--- config.mk ---
export PLATFORM = sky130hd
export DESIGN_NAME = serial_uart_with_dma
export DESIGN_NICKNAME = d
export VERILOG_FILES = /design/src/uart_dma_pkg.sv /design/src/serial_uart_with_dma.sv
export SDC_FILE = /design/constraint.sdc
export NUM_CORES = 1
export LEC_CHECK = 0
export BUFFER_PORTS_ARGS = -buffer_cell sky130_fd_sc_hd__buf_2
export CAP_MARGIN = 20
export CORE_MARGIN = 1
export CORE_UTILIZATION = 55
export DETAILED_ROUTE_END_ITERATION = 12
export PLACE_DENSITY = 0.73
export SETUP_SLACK_MARGIN = 0.15
export SYNTH_ARGS = -nofsm -noshare
export SYNTH_HDL_FRONTEND = slang
export SYNTH_SLANG_ARGS = --single-unit
--- constraint.sdc ---
create_clock -name clk_sys -period 10.3 [get_ports clk_sys]
set_input_delay 0.515 -clock clk_sys [delete_from_list [all_inputs] [get_ports clk_sys]]
set_output_delay 0.515 -clock clk_sys [all_outputs]
set_load 0.005 [all_outputs]
--- src/uart_dma_pkg.sv ---
// package: register map, field positions and timing constants for the dma serial port
package uart_dma_pkg;
  localparam int SYS_CLK_MHZ = 200;
  localparam int REF_CLK_MHZ = 24;
  localparam int FIFO_DEPTH = 4;
  localparam logic [31:0] RAM_BASE = 32'h2000_0000;
  localparam logic [31:0] RX_BEG_A_OFS = 32'h4000_c800;
  localparam logic [31:0] RX_BEG_B_OFS = 32'h4000_c804;
  localparam logic [31:0] RX_END_A_OFS = 32'h4000_c808;
  localparam logic [31:0] RX_END_B_OFS = 32'h4000_c80c;
  localparam logic [31:0] TX_BEG_A_OFS = 32'h4000_c810;
  localparam logic [31:0] TX_END_A_OFS = 32'h4000_c814;
  localparam logic [31:0] TX_BEG_B_OFS = 32'h4000_c818;
  localparam logic [31:0] TX_END_B_OFS = 32'h4000_c81c;
  localparam logic [31:0] RX_CNT_A_OFS = 32'h4000_c820;
  localparam logic [31:0] RX_CNT_B_OFS = 32'h4000_c824;
  localparam logic [31:0] TX_CNT_OFS = 32'h4000_c828;
  localparam logic [31:0] DMA_STAT_OFS = 32'h4000_c82c;
  localparam logic [31:0] DMA_CTRL_OFS = 32'h4000_c830;
  localparam logic [31:0] DATA_PORT_OFS = 32'h4000_c83c;
  localparam logic [31:0] UART_STATUS_OFS = 32'h4000_c848;
  localparam logic [31:0] UART_CONFIG_OFS = 32'h4000_c85c;
  localparam logic [31:0] BAUD_INT_OFS = 32'h4000_c868;
  localparam logic [31:0] BAUD_FRAC_OFS = 32'h4000_c86c;
  // config field positions
  localparam int CFG_SOFT_RTS = 0;
  localparam int CFG_EIGHT = 1;
  localparam int CFG_TWO_STOP = 2;
  localparam int CFG_PAR_EN = 3;
  localparam int CFG_ODD = 4;
  localparam int CFG_FLOW = 5;
  localparam int CFG_AUTO = 6;
  // dma control field positions
  localparam int CTL_RX_LOD_A = 0;
  localparam int CTL_TX_LOD_A = 2;
  localparam int CTL_RX_RST = 4;
  localparam int CTL_TX_RST = 5;
  localparam logic [6:0] CONFIG_RESET = 7'h00;
  localparam logic [15:0] BAUD_INT_RESET = 16'h0000;
  localparam logic [13:0] DMA_ADDR_RESET = 14'h0000;
  localparam logic [31:0] UART_STATUS_RESET = 32'h0000_0040;
  typedef enum logic [4:0] {
    TX_IDLE = 5'h01, TX_START = 5'h02, TX_DATA = 5'h04, TX_PARITY = 5'h08, TX_STOP = 5'h10
  } tx_state_type;
  typedef enum logic [4:0] {
    RX_IDLE = 5'h01, RX_START = 5'h02, RX_DATA = 5'h04, RX_PARITY = 5'h08, RX_STOP = 5'h10
  } rx_state_type;
endpackage : uart_dma_pkg

--- src/serial_uart_with_dma.sv ---
// serial transceiver with ping-pong dma channels, wishbone registers and memory port
//
// Notes on behaviour
// - transmitter-idle flag high only with transmit queue and shifter both empty.
// - parity/frame flags describe head byte; refreshed on data read, low when empty.
// - byte arriving at full receive queue sets overrun; data read clears it.
// - transmit-space flag high while transmit queue has a free slot.
// - receive-valid flag high while receive queue holds a byte.
// - clear-to-send state reads 1 when the pin is low.
// - automatic mode drops request when receive room is one or less.
// - flow control off means clear-to-send is ignored.
// - parity enable adds a parity bit; odd select picks odd, else even.
// - two-stop select sends two stop bits, else one.
// - eight-bit select picks eight data bits, else seven, both directions.
// - software request bit drives request pin when flow on and auto off.
// - bit rate is 24 MHz divided by twice integer plus fraction.
// - each channel has buffers A and B and switches between them automatically.
// - end address may be rewritten while buffer loaded or active.
// - transmit keeps one shared offset, receive one offset per buffer.
// - offsets hold until their buffer loads or the channel resets; the transmit offset also clears when its buffer unloads.
// - writing a receive offset also loads that buffer, keeping the value.
// - buffer unloads once start plus offset passes the end address.
// - software writes meeting that condition unload the buffer at once.
// - simultaneous load uses A first; load bits read 1 while pending or active.
// - dma reset bits reset their channel and read back zero.
// - frame is low start, data lsb first, optional parity, stop bits, idle high.
// - with flow on, a character starts only while clear-to-send is low; one in progress finishes.
//
// Decided for this implementation: register access over Wishbone.
`timescale 1ns/1ps
module serial_uart_with_dma import uart_dma_pkg::*; #(
  parameter int DEPTH = FIFO_DEPTH
) (
  input wire logic clk_sys,
  input wire logic rst_n,
  input wire logic cyc_i,
  input wire logic stb_i,
  input wire logic we_i,
  input wire logic [31:0] adr_i,
  input wire logic [3:0] sel_i,
  input wire logic [31:0] dat_i,
  output logic [31:0] dat_o,
  output logic ack_o,
  output logic txd,
  input wire logic rxd,
  output logic request_to_send_n,
  input wire logic clear_to_send_n,
  output logic mem_req,
  output logic mem_we,
  output logic [13:0] mem_addr,
  output logic [7:0] mem_wdata,
  input wire logic [7:0] mem_rdata,
  input wire logic mem_ack
);
  localparam int PW = $clog2(DEPTH);
  localparam logic [PW:0] DEPTH_C = (PW+1)'(DEPTH);

  logic [6:0] cfg_reg;
  logic [15:0] baud_int_reg;
  logic baud_frac_reg;
  logic [7:0] ref_acc_reg;
  logic [7:0] tx_mem [DEPTH];
  logic [9:0] rx_mem [DEPTH];
  logic [PW-1:0] tx_wr_reg, tx_rd_reg, rx_wr_reg, rx_rd_reg;
  logic [PW:0] tx_count_reg, rx_count_reg;
  logic par_flag_reg, frm_flag_reg, rx_ovf_reg;
  logic [13:0] tx_beg_reg [2];
  logic [13:0] tx_end_reg [2];
  logic [13:0] rx_beg_reg [2];
  logic [13:0] rx_end_reg [2];
  logic [13:0] rx_cnt_reg [2];
  logic [13:0] tx_cnt_reg;
  logic [1:0] tx_lod_reg, rx_lod_reg, rx_par_err_reg, rx_frm_err_reg;
  logic tx_sel_reg, rx_sel_reg, mem_rx_reg;
  tx_state_type tx_state_reg;
  rx_state_type rx_state_reg;
  logic [16:0] tx_tick_reg, rx_tick_reg;
  logic [2:0] tx_idx_reg, rx_idx_reg;
  logic [7:0] tx_shift_reg, rx_shift_reg;
  logic tx_par_reg, rx_par_reg;

  wire flow = cfg_reg[CFG_FLOW];
  wire eight = cfg_reg[CFG_EIGHT];
  wire odd = cfg_reg[CFG_ODD];
  wire par_en = cfg_reg[CFG_PAR_EN];

  // bus decode
  wire acc = cyc_i & stb_i & ~ack_o;
  wire wr = acc & we_i & (sel_i == 4'hf);
  wire rd = acc & ~we_i;
  wire hit_data = adr_i == DATA_PORT_OFS;
  wire hit_ctrl = adr_i == DMA_CTRL_OFS;
  wire [1:0] hit_rx_cnt = {adr_i == RX_CNT_B_OFS, adr_i == RX_CNT_A_OFS};

  // 24 MHz reference as a fractional enable from the 200 MHz clock
  wire [8:0] ref_sum = {1'b0, ref_acc_reg} + 9'(REF_CLK_MHZ);
  wire ref_tick = ref_sum >= 9'(SYS_CLK_MHZ);
  wire [7:0] ref_acc_next = ref_tick ? 8'(ref_sum - 9'(SYS_CLK_MHZ)) : ref_sum[7:0];
  wire [16:0] period_raw = {baud_int_reg, 1'b0} + {16'h0000, baud_frac_reg};
  wire [16:0] period = (period_raw == 17'h00000) ? 17'h00001 : period_raw;
  wire [16:0] half = (period[16:1] == 16'h0000) ? 17'h00001 : {1'b0, period[16:1]};
  wire tx_bit_end = ref_tick & (tx_tick_reg >= period - 17'h00001);
  wire rx_bit_end = ref_tick & (rx_tick_reg >= period - 17'h00001);
  wire rx_half_end = ref_tick & (rx_tick_reg >= half - 17'h00001);
  wire [2:0] last_bit = eight ? 3'h7 : 3'h6;

  // queues
  wire tx_full = tx_count_reg == DEPTH_C;
  wire tx_empty = tx_count_reg == '0;
  wire rx_full = rx_count_reg == DEPTH_C;
  wire rx_empty = rx_count_reg == '0;
  wire [9:0] rx_head = rx_mem[rx_rd_reg];
  wire mem_done = mem_req & mem_ack;
  wire dma_tx_push = mem_done & ~mem_rx_reg;
  wire dma_rx_pop = mem_done & mem_rx_reg;
  wire sw_tx_push = wr & hit_data & ~tx_full & ~dma_tx_push;
  wire tx_push = dma_tx_push | sw_tx_push;
  wire cts_ok = ~flow | ~clear_to_send_n;
  wire tx_pop = (tx_state_reg == TX_IDLE) & ~tx_empty & cts_ok;
  wire rx_done = (rx_state_reg == RX_STOP) & rx_bit_end;
  wire rx_push = rx_done & ~rx_full;
  wire sw_rx_pop = rd & hit_data & ~rx_empty & ~(mem_req & mem_rx_reg);
  wire rx_pop = dma_rx_pop | sw_rx_pop;
  wire [PW:0] rx_count_next = rx_count_reg + (PW+1)'(rx_push) - (PW+1)'(rx_pop);
  wire [PW-1:0] rx_rd_inc = rx_rd_reg + PW'(1);
  wire [PW:0] rx_room = DEPTH_C - rx_count_reg;

  // status and flags
  wire tx_all_empty_flag = tx_empty & (tx_state_reg == TX_IDLE);
  wire tx_space_flag = ~tx_full;
  wire rx_valid_flag = ~rx_empty;
  wire clear_to_send_state = ~clear_to_send_n;
  wire [7:0] status = {1'b0, tx_all_empty_flag, par_flag_reg, frm_flag_reg, rx_ovf_reg,
    tx_space_flag, rx_valid_flag, clear_to_send_state};
  wire rts_auto = (rx_room > (PW+1)'(1)) ? 1'b0 : 1'b1;
  wire rts_next = ~flow ? 1'b1 : cfg_reg[CFG_AUTO] ? rts_auto : ~cfg_reg[CFG_SOFT_RTS];

  // dma control decode
  wire tx_rst = wr & hit_ctrl & dat_i[CTL_TX_RST];
  wire rx_rst = wr & hit_ctrl & dat_i[CTL_RX_RST];
  wire [1:0] tx_load = (wr & hit_ctrl) ? dat_i[CTL_TX_LOD_A +: 2] : 2'b00;
  wire [1:0] rx_load_wr = (wr & hit_ctrl) ? dat_i[CTL_RX_LOD_A +: 2] : 2'b00;
  wire [1:0] rx_cnt_wr = wr ? hit_rx_cnt : 2'b00;
  wire [1:0] rx_load = rx_load_wr | rx_cnt_wr;

  // unload test runs every cycle, so an end or offset write takes effect at once
  wire [14:0] tx_sum = {1'b0, tx_beg_reg[tx_sel_reg]} + {1'b0, tx_cnt_reg};
  wire tx_cur = tx_lod_reg[tx_sel_reg];
  wire tx_unload = tx_cur & (tx_sum > {1'b0, tx_end_reg[tx_sel_reg]});
  wire [1:0] tx_clr = tx_unload ? (tx_sel_reg ? 2'b10 : 2'b01) : 2'b00;
  wire [1:0] tx_lod_next = (tx_lod_reg & ~tx_clr) | tx_load;
  wire [14:0] rx_sum = {1'b0, rx_beg_reg[rx_sel_reg]} + {1'b0, rx_cnt_reg[rx_sel_reg]};
  wire rx_cur = rx_lod_reg[rx_sel_reg];
  wire rx_unload = rx_cur & (rx_sum > {1'b0, rx_end_reg[rx_sel_reg]});
  wire [1:0] rx_clr = rx_unload ? (rx_sel_reg ? 2'b10 : 2'b01) : 2'b00;
  wire [1:0] rx_lod_next = (rx_lod_reg & ~rx_clr) | rx_load;
  wire rx_go = rx_cur & ~rx_unload & ~rx_empty & ~rx_rst;
  // one slot kept back so a software push during the fetch cannot overfill the queue
  wire tx_go = tx_cur & ~tx_unload & (tx_count_reg < DEPTH_C - (PW+1)'(1)) & ~tx_rst;

  // register read mux
  wire [31:0] rd_word =
    hit_data ? {24'h0, rx_head[7:0]} :
    (adr_i == UART_STATUS_OFS) ? {24'h0, status} :
    (adr_i == UART_CONFIG_OFS) ? {25'h0, cfg_reg} :
    (adr_i == BAUD_INT_OFS) ? {16'h0, baud_int_reg} :
    (adr_i == BAUD_FRAC_OFS) ? {31'h0, baud_frac_reg} :
    hit_ctrl ? {28'h0, tx_lod_reg, rx_lod_reg} :
    (adr_i == DMA_STAT_OFS) ? {22'h0, rx_frm_err_reg, rx_par_err_reg, 2'b00,
      tx_lod_reg & {tx_sel_reg, ~tx_sel_reg}, rx_lod_reg & {rx_sel_reg, ~rx_sel_reg}} :
    (adr_i == TX_CNT_OFS) ? {18'h0, tx_cnt_reg} :
    hit_rx_cnt[0] ? {18'h0, rx_cnt_reg[0]} :
    hit_rx_cnt[1] ? {18'h0, rx_cnt_reg[1]} :
    (adr_i == TX_BEG_A_OFS) ? RAM_BASE | {18'h0, tx_beg_reg[0]} :
    (adr_i == TX_BEG_B_OFS) ? RAM_BASE | {18'h0, tx_beg_reg[1]} :
    (adr_i == TX_END_A_OFS) ? RAM_BASE | {18'h0, tx_end_reg[0]} :
    (adr_i == TX_END_B_OFS) ? RAM_BASE | {18'h0, tx_end_reg[1]} :
    (adr_i == RX_BEG_A_OFS) ? RAM_BASE | {18'h0, rx_beg_reg[0]} :
    (adr_i == RX_BEG_B_OFS) ? RAM_BASE | {18'h0, rx_beg_reg[1]} :
    (adr_i == RX_END_A_OFS) ? RAM_BASE | {18'h0, rx_end_reg[0]} :
    (adr_i == RX_END_B_OFS) ? RAM_BASE | {18'h0, rx_end_reg[1]} : 32'h0;

  always_ff @(posedge clk_sys) begin
    if (!rst_n) begin
      ack_o <= 1'b0;
      dat_o <= 32'h0;
      request_to_send_n <= 1'b1;
      ref_acc_reg <= 8'h00;
    end else begin
      ack_o <= acc;
      if (rd) dat_o <= rd_word;
      request_to_send_n <= rts_next;
      ref_acc_reg <= ref_acc_next;
    end
  end

  // software configuration; end addresses stay writable while loaded
  always_ff @(posedge clk_sys) begin
    if (!rst_n) begin
      cfg_reg <= CONFIG_RESET;
      baud_int_reg <= BAUD_INT_RESET;
      baud_frac_reg <= 1'b0;
      for (int i = 0; i < 2; i++) begin
        tx_beg_reg[i] <= DMA_ADDR_RESET;
        tx_end_reg[i] <= DMA_ADDR_RESET;
        rx_beg_reg[i] <= DMA_ADDR_RESET;
        rx_end_reg[i] <= DMA_ADDR_RESET;
      end
    end else if (wr) begin
      if (adr_i == UART_CONFIG_OFS) cfg_reg <= dat_i[6:0];
      if (adr_i == BAUD_INT_OFS) baud_int_reg <= dat_i[15:0];
      if (adr_i == BAUD_FRAC_OFS) baud_frac_reg <= dat_i[0];
      if (adr_i == TX_BEG_A_OFS) tx_beg_reg[0] <= dat_i[13:0];
      if (adr_i == TX_BEG_B_OFS) tx_beg_reg[1] <= dat_i[13:0];
      if (adr_i == TX_END_A_OFS) tx_end_reg[0] <= dat_i[13:0];
      if (adr_i == TX_END_B_OFS) tx_end_reg[1] <= dat_i[13:0];
      if (adr_i == RX_BEG_A_OFS) rx_beg_reg[0] <= dat_i[13:0];
      if (adr_i == RX_BEG_B_OFS) rx_beg_reg[1] <= dat_i[13:0];
      if (adr_i == RX_END_A_OFS) rx_end_reg[0] <= dat_i[13:0];
      if (adr_i == RX_END_B_OFS) rx_end_reg[1] <= dat_i[13:0];
    end
  end

  // queues and receive flags
  always_ff @(posedge clk_sys) begin
    if (!rst_n) begin
      tx_wr_reg <= '0;
      tx_rd_reg <= '0;
      tx_count_reg <= '0;
      rx_wr_reg <= '0;
      rx_rd_reg <= '0;
      rx_count_reg <= '0;
      par_flag_reg <= 1'b0;
      frm_flag_reg <= 1'b0;
      rx_ovf_reg <= 1'b0;
    end else begin
      if (tx_push) begin
        tx_mem[tx_wr_reg] <= dma_tx_push ? mem_rdata : dat_i[7:0];
        tx_wr_reg <= tx_wr_reg + PW'(1);
      end
      if (tx_pop) tx_rd_reg <= tx_rd_reg + PW'(1);
      tx_count_reg <= tx_count_reg + (PW+1)'(tx_push) - (PW+1)'(tx_pop);
      if (rx_push) begin
        rx_mem[rx_wr_reg] <= {~rxd, rx_par_reg, rx_shift_reg};
        rx_wr_reg <= rx_wr_reg + PW'(1);
      end
      if (rx_pop) rx_rd_reg <= rx_rd_inc;
      rx_count_reg <= rx_count_next;
      if (rx_count_next == '0) begin
        par_flag_reg <= 1'b0;
        frm_flag_reg <= 1'b0;
      end else if (rx_pop && rx_count_reg > (PW+1)'(1)) begin
        {frm_flag_reg, par_flag_reg} <= rx_mem[rx_rd_inc][9:8];
      end else if (rx_push && (rx_empty || rx_pop)) begin
        {frm_flag_reg, par_flag_reg} <= {~rxd, rx_par_reg};
      end
      if (rx_done && rx_full) rx_ovf_reg <= 1'b1;
      else if (rd && hit_data) rx_ovf_reg <= 1'b0;
    end
  end

  // transmit channel: one shared offset, A preferred when both are pending
  always_ff @(posedge clk_sys) begin
    if (!rst_n || tx_rst) begin
      tx_lod_reg <= 2'b00;
      tx_sel_reg <= 1'b0;
      tx_cnt_reg <= 14'h0000;
    end else begin
      tx_lod_reg <= tx_lod_next;
      if (tx_unload) begin
        tx_sel_reg <= ~tx_sel_reg;
        tx_cnt_reg <= 14'h0000;
      end else if (!tx_cur) begin
        tx_sel_reg <= ~tx_lod_next[0] & tx_lod_next[1];
        if (tx_load != 2'b00) tx_cnt_reg <= 14'h0000;
      end else if (dma_tx_push) begin
        tx_cnt_reg <= tx_cnt_reg + 14'h0001;
      end
    end
  end

  // receive channel: an offset per buffer and per-buffer error marks
  always_ff @(posedge clk_sys) begin
    if (!rst_n || rx_rst) begin
      rx_lod_reg <= 2'b00;
      rx_sel_reg <= 1'b0;
      rx_par_err_reg <= 2'b00;
      rx_frm_err_reg <= 2'b00;
      for (int i = 0; i < 2; i++) rx_cnt_reg[i] <= 14'h0000;
    end else begin
      rx_lod_reg <= rx_lod_next;
      if (rx_unload) rx_sel_reg <= ~rx_sel_reg;
      else if (!rx_cur) rx_sel_reg <= ~rx_lod_next[0] & rx_lod_next[1];
      for (int i = 0; i < 2; i++) begin
        if (rx_cnt_wr[i]) rx_cnt_reg[i] <= dat_i[13:0];
        else if (rx_load_wr[i]) rx_cnt_reg[i] <= 14'h0000;
        else if (dma_rx_pop && rx_sel_reg == 1'(i)) rx_cnt_reg[i] <= rx_cnt_reg[i] + 14'h0001;
        if (rx_load[i]) begin
          rx_par_err_reg[i] <= 1'b0;
          rx_frm_err_reg[i] <= 1'b0;
        end
        if (dma_rx_pop && rx_sel_reg == 1'(i)) begin
          if (rx_head[8]) rx_par_err_reg[i] <= 1'b1;
          if (rx_head[9]) rx_frm_err_reg[i] <= 1'b1;
        end
      end
    end
  end

  // single memory port, receive served first since its queue can overrun
  always_ff @(posedge clk_sys) begin
    if (!rst_n) begin
      mem_req <= 1'b0;
      mem_we <= 1'b0;
      mem_rx_reg <= 1'b0;
      mem_addr <= 14'h0000;
      mem_wdata <= 8'h00;
    end else if (mem_req) begin
      if (mem_ack) mem_req <= 1'b0;
    end else if (rx_go) begin
      mem_req <= 1'b1;
      mem_we <= 1'b1;
      mem_rx_reg <= 1'b1;
      mem_addr <= rx_sum[13:0];
      mem_wdata <= rx_head[7:0];
    end else if (tx_go) begin
      mem_req <= 1'b1;
      mem_we <= 1'b0;
      mem_rx_reg <= 1'b0;
      mem_addr <= tx_sum[13:0];
    end
  end

  // transmitter
  always_ff @(posedge clk_sys) begin
    if (!rst_n) begin
      tx_state_reg <= TX_IDLE;
      txd <= 1'b1;
      tx_tick_reg <= 17'h00000;
      tx_idx_reg <= 3'h0;
      tx_shift_reg <= 8'h00;
      tx_par_reg <= 1'b0;
    end else begin
      tx_tick_reg <= (tx_bit_end || tx_state_reg == TX_IDLE) ? 17'h00000 : tx_tick_reg + 17'(ref_tick);
      case (tx_state_reg)
        TX_IDLE: if (tx_pop) begin
          tx_state_reg <= TX_START;
          txd <= 1'b0;
          tx_shift_reg <= tx_mem[tx_rd_reg];
          tx_par_reg <= ^(tx_mem[tx_rd_reg] & {eight, 7'h7f}) ^ odd;
          tx_idx_reg <= 3'h0;
        end
        TX_START: if (tx_bit_end) begin
          tx_state_reg <= TX_DATA;
          txd <= tx_shift_reg[0];
        end
        TX_DATA: if (tx_bit_end) begin
          tx_shift_reg <= {1'b0, tx_shift_reg[7:1]};
          tx_idx_reg <= tx_idx_reg + 3'h1;
          txd <= tx_shift_reg[1];
          if (tx_idx_reg == last_bit) begin
            tx_idx_reg <= 3'h0;
            tx_state_reg <= par_en ? TX_PARITY : TX_STOP;
            txd <= par_en ? tx_par_reg : 1'b1;
          end
        end
        TX_PARITY: if (tx_bit_end) begin
          tx_state_reg <= TX_STOP;
          txd <= 1'b1;
        end
        TX_STOP: if (tx_bit_end) begin
          if (cfg_reg[CFG_TWO_STOP] && tx_idx_reg == 3'h0) tx_idx_reg <= 3'h1;
          else tx_state_reg <= TX_IDLE;
        end
        default: tx_state_reg <= TX_IDLE;
      endcase
    end
  end

  // receiver, sampling mid-bit; only one stop bit is checked
  always_ff @(posedge clk_sys) begin
    if (!rst_n) begin
      rx_state_reg <= RX_IDLE;
      rx_tick_reg <= 17'h00000;
      rx_idx_reg <= 3'h0;
      rx_shift_reg <= 8'h00;
      rx_par_reg <= 1'b0;
    end else begin
      rx_tick_reg <= rx_tick_reg + 17'(ref_tick);
      case (rx_state_reg)
        RX_IDLE: begin
          rx_tick_reg <= 17'h00000;
          rx_idx_reg <= 3'h0;
          rx_shift_reg <= 8'h00;
          if (!rxd) rx_state_reg <= RX_START;
        end
        RX_START: if (rx_half_end) begin
          rx_tick_reg <= 17'h00000;
          rx_state_reg <= rxd ? RX_IDLE : RX_DATA;
        end
        RX_DATA: if (rx_bit_end) begin
          rx_tick_reg <= 17'h00000;
          rx_shift_reg[rx_idx_reg] <= rxd;
          rx_idx_reg <= rx_idx_reg + 3'h1;
          rx_par_reg <= 1'b0;
          if (rx_idx_reg == last_bit) rx_state_reg <= par_en ? RX_PARITY : RX_STOP;
        end
        RX_PARITY: if (rx_bit_end) begin
          rx_tick_reg <= 17'h00000;
          rx_par_reg <= rxd ^ (^rx_shift_reg) ^ odd;
          rx_state_reg <= RX_STOP;
        end
        RX_STOP: if (rx_bit_end) rx_state_reg <= RX_IDLE;
        default: rx_state_reg <= RX_IDLE;
      endcase
    end
  end

  property p_tx_idle;
    @(posedge clk_sys) disable iff (!rst_n) tx_all_empty_flag |-> txd;
  endproperty
  a_tx_idle: assert property (p_tx_idle) else $error("idle flag while line busy");
  property p_err_empty;
    @(posedge clk_sys) disable iff (!rst_n) rx_empty |-> !par_flag_reg && !frm_flag_reg;
  endproperty
  a_err_empty: assert property (p_err_empty) else $error("error flag with empty queue");
  property p_overrun;
    @(posedge clk_sys) disable iff (!rst_n) rx_done && rx_full |=> rx_ovf_reg;
  endproperty
  a_overrun: assert property (p_overrun) else $error("overrun not flagged");
  property p_rts_auto;
    @(posedge clk_sys) disable iff (!rst_n) flow && cfg_reg[CFG_AUTO] && rx_room <= (PW+1)'(1) |=> request_to_send_n;
  endproperty
  a_rts_auto: assert property (p_rts_auto) else $error("request held with no room");
  property p_rts_soft;
    @(posedge clk_sys) disable iff (!rst_n) flow && !cfg_reg[CFG_AUTO] |=> request_to_send_n == !$past(cfg_reg[CFG_SOFT_RTS]);
  endproperty
  a_rts_soft: assert property (p_rts_soft) else $error("request pin ignores software bit");
  property p_cts_start;
    @(posedge clk_sys) disable iff (!rst_n) $rose(tx_state_reg == TX_START) |-> !$past(flow) || !$past(clear_to_send_n);
  endproperty
  a_cts_start: assert property (p_cts_start) else $error("character began without clear to send");
  property p_unload;
    @(posedge clk_sys) disable iff (!rst_n) tx_unload && tx_load == 2'b00 && !tx_rst |=> !tx_lod_reg[$past(tx_sel_reg)];
  endproperty
  a_unload: assert property (p_unload) else $error("buffer past its end stayed loaded");
  property p_rst_clears;
    @(posedge clk_sys) disable iff (!rst_n) rx_rst |=> rx_lod_reg == 2'b00 && rx_cnt_reg[0] == 14'h0000;
  endproperty
  a_rst_clears: assert property (p_rst_clears) else $error("receive channel not reset");
  property p_start_bit;
    @(posedge clk_sys) disable iff (!rst_n) tx_state_reg == TX_START |-> !txd;
  endproperty
  a_start_bit: assert property (p_start_bit) else $error("start bit not low");
endmodule : serial_uart_with_dma

==> results of run 1 <==
-- stage by stage --
step           total power, uW  hold WS (ns)  std cells  util, %  instance area, um2
6_report                  3860         0.223       3041     61.7               26000
5_1_grt                   3980         0.204       3040     61.7               26000
4_1_cts                   3860         0.193       3039     61.7               26000
3_5_place_dp              2320         0.444       2961     58.3               24600
3_3_place_gp              2300         0.438       2961     58.3               24600
2_1_floorplan             2170         0.432       2422        -               23700
-- logic make-up (layout without fill, tap and decap cells) --
group           Yosys count  in the layout  synth area share (%)
xor+xnor                133            133                  4.98
flops                   400            400                  42.8
other cells               1             16                0.0159
fa+ha+maj               143            143                  7.69
compound gates          522            522                  14.9
simple gates            858            858                  18.3
buf+inv                 205            284                  3.62
mux                     146            146                  7.62
-- area by class of cell --
cell class	instances	area, um2
multi-input cells	1817	12700
diodes	1	2.50
clock buffers	65	1240
inverters	64	243
well taps	539	674
clock inverters	13	166
flip-flops and latches	400	10100
fillers	3462	16100
repair buffers	142	786
-- critical path, stage by stage (launching register included) --
cell and delay, ns:
dfxtp_1 0.62, nor4_2 0.15, nand4_1 0.25, nor2_1 0.16
nor2_1 0.29, ha_1 0.27, or4b_4 0.50, or2_2 0.33
or4_1 0.49, xor2_1 0.36, ha_1 0.21, inv_1 0.04
a221oi_1 0.20, o311a_1 0.27, o311ai_4 0.15, a21oi_1 0.57
inv_1 0.11, ha_1 0.31, inv_1 0.07, ha_1 0.14
inv_1 0.05, fa_1 0.38, xor2_1 0.18, o21ai_0 0.23
inv_1 0.11, nand4_1 0.11, o211ai_1 0.09
-- worst min-delay path by stage --
| stage | startpoint | endpoint | slack [ns] | cells after the start |
|---|---|---|---|---|
| 6_report | dat_i[14] | baud_int_reg[14]$_SDFFE_PN0P_ | 0.22 | 3 |
| 3_3_place_gp | mem_wdata[1]$_SDFFE_PN0P_ | mem_wdata[1]$_SDFFE_PN0P_ | 0.44 | 2 |
| 3_5_place_dp | dat_o[14]$_SDFFE_PN0P_ | dat_o[14]$_SDFFE_PN0P_ | 0.44 | 2 |
| 4_1_cts | dat_i[15] | baud_int_reg[15]$_SDFFE_PN0P_ | 0.19 | 3 |
| 5_1_grt | dat_i[15] | baud_int_reg[15]$_SDFFE_PN0P_ | 0.20 | 3 |
| 2_1_floorplan | tx_par_reg$_SDFFE_PN0P_ | tx_par_reg$_SDFFE_PN0P_ | 0.43 | 2 |
-- layout by cell type (no fill, tap or decap), types with 69 or more instances in the layout --
cell,n
o21ai_0,81
nor3_1,69
nor2_1,194
nand3_1,76
and2_1,70
dfxtp_1,187
a21oi_1,138
nand2_1,218
ha_1,138
edfxtp_1,212
buf_2,112
-- per-layer routing --
metal,routed length (um),track usage [%]
met5,0,0
met4,4730,20.3
met3,5800,4.85
met2,33600,52.5
met1,29700,43.8
-- power breakdown --
| group | internal [uW] | switching [uW] |
|---|---|---|
| logic | 194 | 302 |
| registers | 1730 | 59.8 |
| clock network | 912 | 655 |
| total | 2840 | 1020 |
==> flow_summary_export.csv, run 1 <==
group,metric,value,unit
run_status,outcome,"completed",
yosys,synth.cell_area,23600,um2
setup_path,worst_r2r_startpoint,"baud_int_reg[2]$_SDFFE_PN0P_",
cells_and_area,design.final.nets,2694,
power,cellLeakagePower,0.00968,uW
yosys,synth-warning-count,0,
drt,drt_iter0_drc,2137,
job,drv.max_cap_violation_count,0,
setup_path,launching_element_of_the_worst_setup_path,"baud_int_reg[2]$_SDFFE_PN0P_",
clock_tree,tritoncts_clock_tree,"done",
placed_design,gp_congestion,0.975,
yosys,yosys-top-cells-count,"218 x nand2_1, 212 x edfxtp_1, 194 x nor2_1",
yosys,synthesis.instances,2408,
floorplan,dieArea,43800,um2
sta,max_slew.worst_pin.slew,1.11,ns
sta,setup_violations,0,
clock_tree,tritoncts.num_buffers,43,
grt,pin_count_of_the_biggest_net_entering_global_routing,61,
setup_path,critical_path_peak_fanout,10,
clock_tree,worst_setup_hold_path_clk_slew,0.06,ns
grt,antenna_found_initial,1,
grt,grt_first_pass_wirelength,111000,um
clock_tree,postCtsSetupRepairBufs,0,
yosys,synthDominantCellAreaShare,26.9,%
yosys,postSynth.asyncResetShare,0,%
setup_path,critPathRequiredTime,10.75,ns
drt,drtPass1Iterations,6,
yosys,post_synthesis_sequential_element_count,400,
yosys,synth.avg_cell_area,9.82,um2
clock_tree,ctsHoldBuffers,0,
sta,max_slew_margin,25.6,%
yosys,synth_top_flop_cell,"edfxtp_1",
floorplan,placeable_core_area,42100,um2
floorplan,initial_utilization,56.1,%
drt,detail_route.vias_per_cell,6.43,
sta,drv_slew,0,
setup_path,cell_count_of_the_worst_reg_to_reg_path,26,
placed_design,hpwlAfterDp,54300,um
power,power.density_cell_area,148,nW/um2
sta,timing.clock.skew,0.0234,ns
placed_design,io_buffers,111,
floorplan,num_rows,75,
clock_tree,ctsResizeCount,0,
setup_path,regToRegEndpoint,"frm_flag_reg$_SDFFE_PP0P_",
yosys,synth_enable_flop_cells,212,
drt,route.detailed.wl_per_inst,24.3,um
drt,drtAntennaViolNets,0,
yosys,synth.largest_area_cell,"edfxtp_1",
grt,grt.total_usage,33.4,%
grt,gr-total-overflow,0,
sta,setup_total_negative_slack,0,ns
setup_path,worst_setup_path_end_kind,"flop",
drt,count_of_vias_placed_by_the_detailed_router,19600,
clock_tree,cts_root_buf,"clkbuf_16",
cells_and_area,area_overhead_of_the_layout_relative_to_synthesis,9.93,%
sta,grt_setup_unrepaired,"no",
power,ir_drop,131,uV
cells_and_area,largest_reg_flops,40,
setup_path,r2r_slack,3.53,ns
grt,grt_pass1_vias,18800,
clock_tree,cts-root-to-sink-buffers,3,
cells_and_area,top_regs,"rx_mem: 40 flops, tx_mem: 32 flops",
drt,wirelength,73800,um
yosys,post-synth-top-count-cell,"nand2_1",
placed_design,place_worst_setup_slack,3.69,ns
setup_path,timing.critical_path.arrival,7.22,ns
yosys,most_area_consuming_cells_after_synthesis,"edfxtp_1 27%, dfxtp_1 16%, ha_1 7.3%, nand2_1 3.5%, nor2_1 3.1%",
clock_tree,cts.htree.levels,2,
floorplan,die_width,209,um
yosys,seq_area_frac_synth,42.8,%
setup_path,worstSetupPathType,"flop to flop",
clock_tree,worst_skew_pair.late_latency,0.58,ns
cells_and_area,drive_gt1_share,13.1,%
setup_path,timing.critical_path.from_type,"flop",
sta,final-hold-violation-count,0,
drt,drcViolationCount,0,
cells_and_area,top_register,"rx_mem",
setup_path,cp-endpoint,"frm_flag_reg$_SDFFE_PP0P_",
floorplan,ioPinCount,143,
sta,fin_crit_sh,65.7,%
sta,postLayoutSetupSlackWorst,3.53,ns
worst_hold_path,hold_class,"input port to flop",
floorplan,die_h,209,um
clock_tree,clock_sinks,400,
sta,period_needed,6.77,ns
yosys,yosysUniqueCellTypes,86,
sta,max_clock_freq,0.148,GHz
(Power assumes the default switching activity.)
==> run 2, diff against run 1 <==
--- a/config.mk
+++ b/config.mk
@@ -5,6 +5,7 @@
 export SDC_FILE = /design/constraint.sdc
 export NUM_CORES = 1
 export LEC_CHECK = 0
+export ABC_AREA = 1
 export BUFFER_PORTS_ARGS = -buffer_cell sky130_fd_sc_hd__buf_2
 export CAP_MARGIN = 20
 export CORE_MARGIN = 1
==> constraint.sdc (replaced) <==
create_clock -name clk_sys -period 7.1 [get_ports clk_sys]
set_input_delay 0.355 -clock clk_sys [delete_from_list [all_inputs] [get_ports clk_sys]]
set_output_delay 0.355 -clock clk_sys [all_outputs]
set_load 0.005 [all_outputs]
==> flow_summary_export.csv, run 2 <==
group,metric,value,unit
cells_and_area,stdcell_area,27000,um2
setup_path,timing.critical_path.arrival,6.15,ns
drt,drcViolationCount,0,
placed_design,gp_congestion,1.05,
drt,drt_iter0_drc,2081,
yosys,muxShareOfSynthArea,1.01,%
cells_and_area,seq_area,10100,um2
sta,timing.clock.skew,0.0167,ns
clock_tree,tritoncts_clock_tree,"done",
floorplan,initial_utilization,56.3,%
clock_tree,cts-root-to-sink-buffers,3,
cells_and_area,area_overhead_of_the_layout_relative_to_synthesis,10.6,%
setup_path,worstSetupPathType,"flop to flop",
cells_and_area,design.final.nets,3393,
clock_tree,ctsHoldBuffers,0,
yosys,post_synthesis_sequential_element_count,400,
cells_and_area,drive_gt1_share,10.5,%
worst_hold_path,hold_class,"input port to flop",
power,ir_drop,231,uV
yosys,seq_area_frac_synth,41.4,%
placed_design,place_area,25500,um2
yosys,post-synth-top-count-cell,"nand2_1",
sta,max_slew_margin,25.3,%
grt,gr-total-overflow,0,
sta,setup_violations,0,
floorplan,ioPinCount,143,
grt,grt_pass1_vias,21000,
job,drv.max_cap_violation_count,0,
cells_and_area,number_of_fill_cells_in_the_layout,3923,
drt,count_of_vias_placed_by_the_detailed_router,22100,
floorplan,die_h,213,um
clock_tree,ctsResizeCount,0,
run_status,outcome,"completed",
yosys,synth_enable_flop_cells,212,
sta,grt_setup_unrepaired,"no",
setup_path,critical_path_peak_fanout,6,
yosys,synth_compound_gate_area_share,14.4,%
yosys,synth.cell_area,24500,um2
drt,drtAntennaViolNets,0,
yosys,xor_xnor_share_of_the_synthesized_area,3.93,%
cells_and_area,multi_input_comb_area,12300,um2
floorplan,num_rows,76,
floorplan,placeable_core_area,43500,um2
sta,final-hold-violation-count,0,
sta,setup_total_negative_slack,0,ns
clock_tree,cts.htree.levels,2,
cells_and_area,largest_reg_flops,40,
setup_path,crit_path_top_delay_cell,"dfxtp_1",
drt,detail_route.vias_per_cell,5.83,
yosys,yosys-top-cells-count,"533 x nand2_1, 391 x inv_1, 357 x nor2_1",
yosys,synth.largest_area_cell,"edfxtp_1",
grt,grt.total_usage,35.8,%
placed_design,io_buffers,111,
clock_tree,postCtsSetupRepairBufs,0,
power,power.density_cell_area,230,nW/um2
grt,pin_count_of_the_biggest_net_entering_global_routing,54,
setup_path,timing.critical_path.from_type,"flop",
yosys,synthDominantCellAreaShare,26.0,%
yosys,synth.avg_cell_area,7.97,um2
yosys,combinational_family_with_the_most_area_after_synthesis,"simple AND/OR/NAND/NOR gates",
power,cellLeakagePower,0.0112,uW
yosys,synth-warning-count,0,
cells_and_area,layout.cells.most_common_list,"533 x nand2_1, 391 x inv_1, 357 x nor2_1, 224 x o21ai_0, 216 x a21oi_1",
placed_design,hpwlAfterDp,62000,um
cells_and_area,top_regs,"rx_mem: 40 flops, tx_mem: 32 flops",
setup_path,cp_common_cell,"nand2_1",
sta,max_slew.worst_pin.slew,1.12,ns
setup_path,critPathRequiredTime,7.62,ns
setup_path,cpPeakStageDelay,0.57,ns
sta,max_clock_freq,0.178,GHz
yosys,post_synth_and_or_nand_nor_area_fraction,23.3,%
sta,drv_slew,0,
clock_tree,worst_setup_hold_path_clk_slew,0.06,ns
sta,fin_worst_hold_slack,0.0874,ns
cells_and_area,final_common_cell,"nand2_1",
yosys,yosysUniqueCellTypes,77,
cells_and_area,top_register,"rx_mem",
drt,wirelength,81200,um
setup_path,worst_setup_path_end_kind,"flop",
sta,fin_crit_sh,79.2,%
clock_tree,tritoncts.num_buffers,45,
floorplan,die_width,213,um
floorplan,dieArea,45300,um2
yosys,most_area_consuming_cells_after_synthesis,"edfxtp_1 26%, dfxtp_1 15%, nand2_1 8.2%, ha_1 7.1%, inv_1 6.0%",
yosys,postSynth.asyncResetShare,0,%
yosys,synth_top_flop_cell,"edfxtp_1",
sta,period_needed,5.62,ns
drt,drtPass1Iterations,5,
grt,grt_first_pass_wirelength,120000,um
clock_tree,worst_skew_pair.late_latency,0.60,ns
clock_tree,cts_root_buf,"clkbuf_16",
clock_tree,clock_sinks,400,
drt,route.detailed.wl_per_inst,21.4,um
yosys,synthesis.instances,3070,
yosys,post_synth_adder_cell_area,7.39,%
grt,antenna_found_initial,3,
run 2: cell types whose count changed in the layout (fill, tap and decap cells not counted), moves of 49 or more:
cell and change:
inv_1 +328, mux2_2 -49, a21oi_1 +78, nand2_1 +315, nor2_1 +163, o21ai_0 +143
nand3_1 +72, mux2i_1 -53, and2_1 -67
run 2: through the flow:
step	instances	power [uW]	util [%]	worst slack (ns)
after floorplan	3084	3440	-	2.75
after global placement	3705	3670	58.6	1.66
after detailed placement	3705	3710	58.6	1.64
after CTS	3789	6200	62.2	1.60
after global routing	3791	6420	62.2	0.992
final	3791	6210	62.2	1.48
run 2: worst paths after layout:
| path | start | end | slack, ns | cells after the start |
|---|---|---|---|---|
| worst max-delay path | baud_int_reg[3]$_SDFFE_PN0P_ | frm_flag_reg$_SDFFE_PP0P_ | 1.48 | 32 |
| worst min-delay path | dat_i[15] | baud_int_reg[15]$_SDFFE_PN0P_ | 0.09 | 3 |
| worst max register to register | baud_int_reg[3]$_SDFFE_PN0P_ | frm_flag_reg$_SDFFE_PP0P_ | 1.48 | 32 |
| worst min register to register | mem_wdata[0]$_SDFFE_PN0P_ | mem_wdata[0]$_SDFFE_PN0P_ | 0.44 | 2 |
run 2: where the power goes:
part           internal (uW)  total [uW]  switching, uW
sequential              2540        2630           88.9
clock                   1520        2520           1000
combinational            345        1060            718
run 2: cell type report:
type                            instances  area share [%]
Clock buffer                           62            4.71
Antenna cell                            2          0.0185
Clock inverter                         22            1.15
Sequential cell                       400            37.5
Tap cell                              585            2.71
Multi-Input combinational cell       2171            45.5
Timing Repair Buffer                  133            2.66
Inverter                              416            5.78
run 2: logic make-up (layout without fill, tap and decap cells):
group / Yosys count / in the layout
AO/OA/AOI/OAI: 612 / 612
multiplexers: 23 / 23
XOR/XNOR: 108 / 108
AND/OR/NAND/NOR: 1271 / 1271
buffers and inverters: 513 / 633
adder cells (fa/ha/maj): 142 / 142
flip-flops: 400 / 400
other: 1 / 17
run 2: critical path: cells and delay by family (launching register included):
kind / cells / cell delay [ns]
AO/OA/AOI/OAI: 1 / 0.26
XOR/XNOR: 1 / 0.30
adder cells (fa/ha/maj): 5 / 1.53
buffers and inverters: 3 / 0.31
flip-flops: 1 / 0.57
AND/OR/NAND/NOR: 22 / 2.58
run 2: metal layers:
layer  track usage (%)  share of wire (%)
met5                 0              0.016
met4              22.7                6.5
met3              5.79                7.4
met2              59.2                 47
met1              43.4                 39
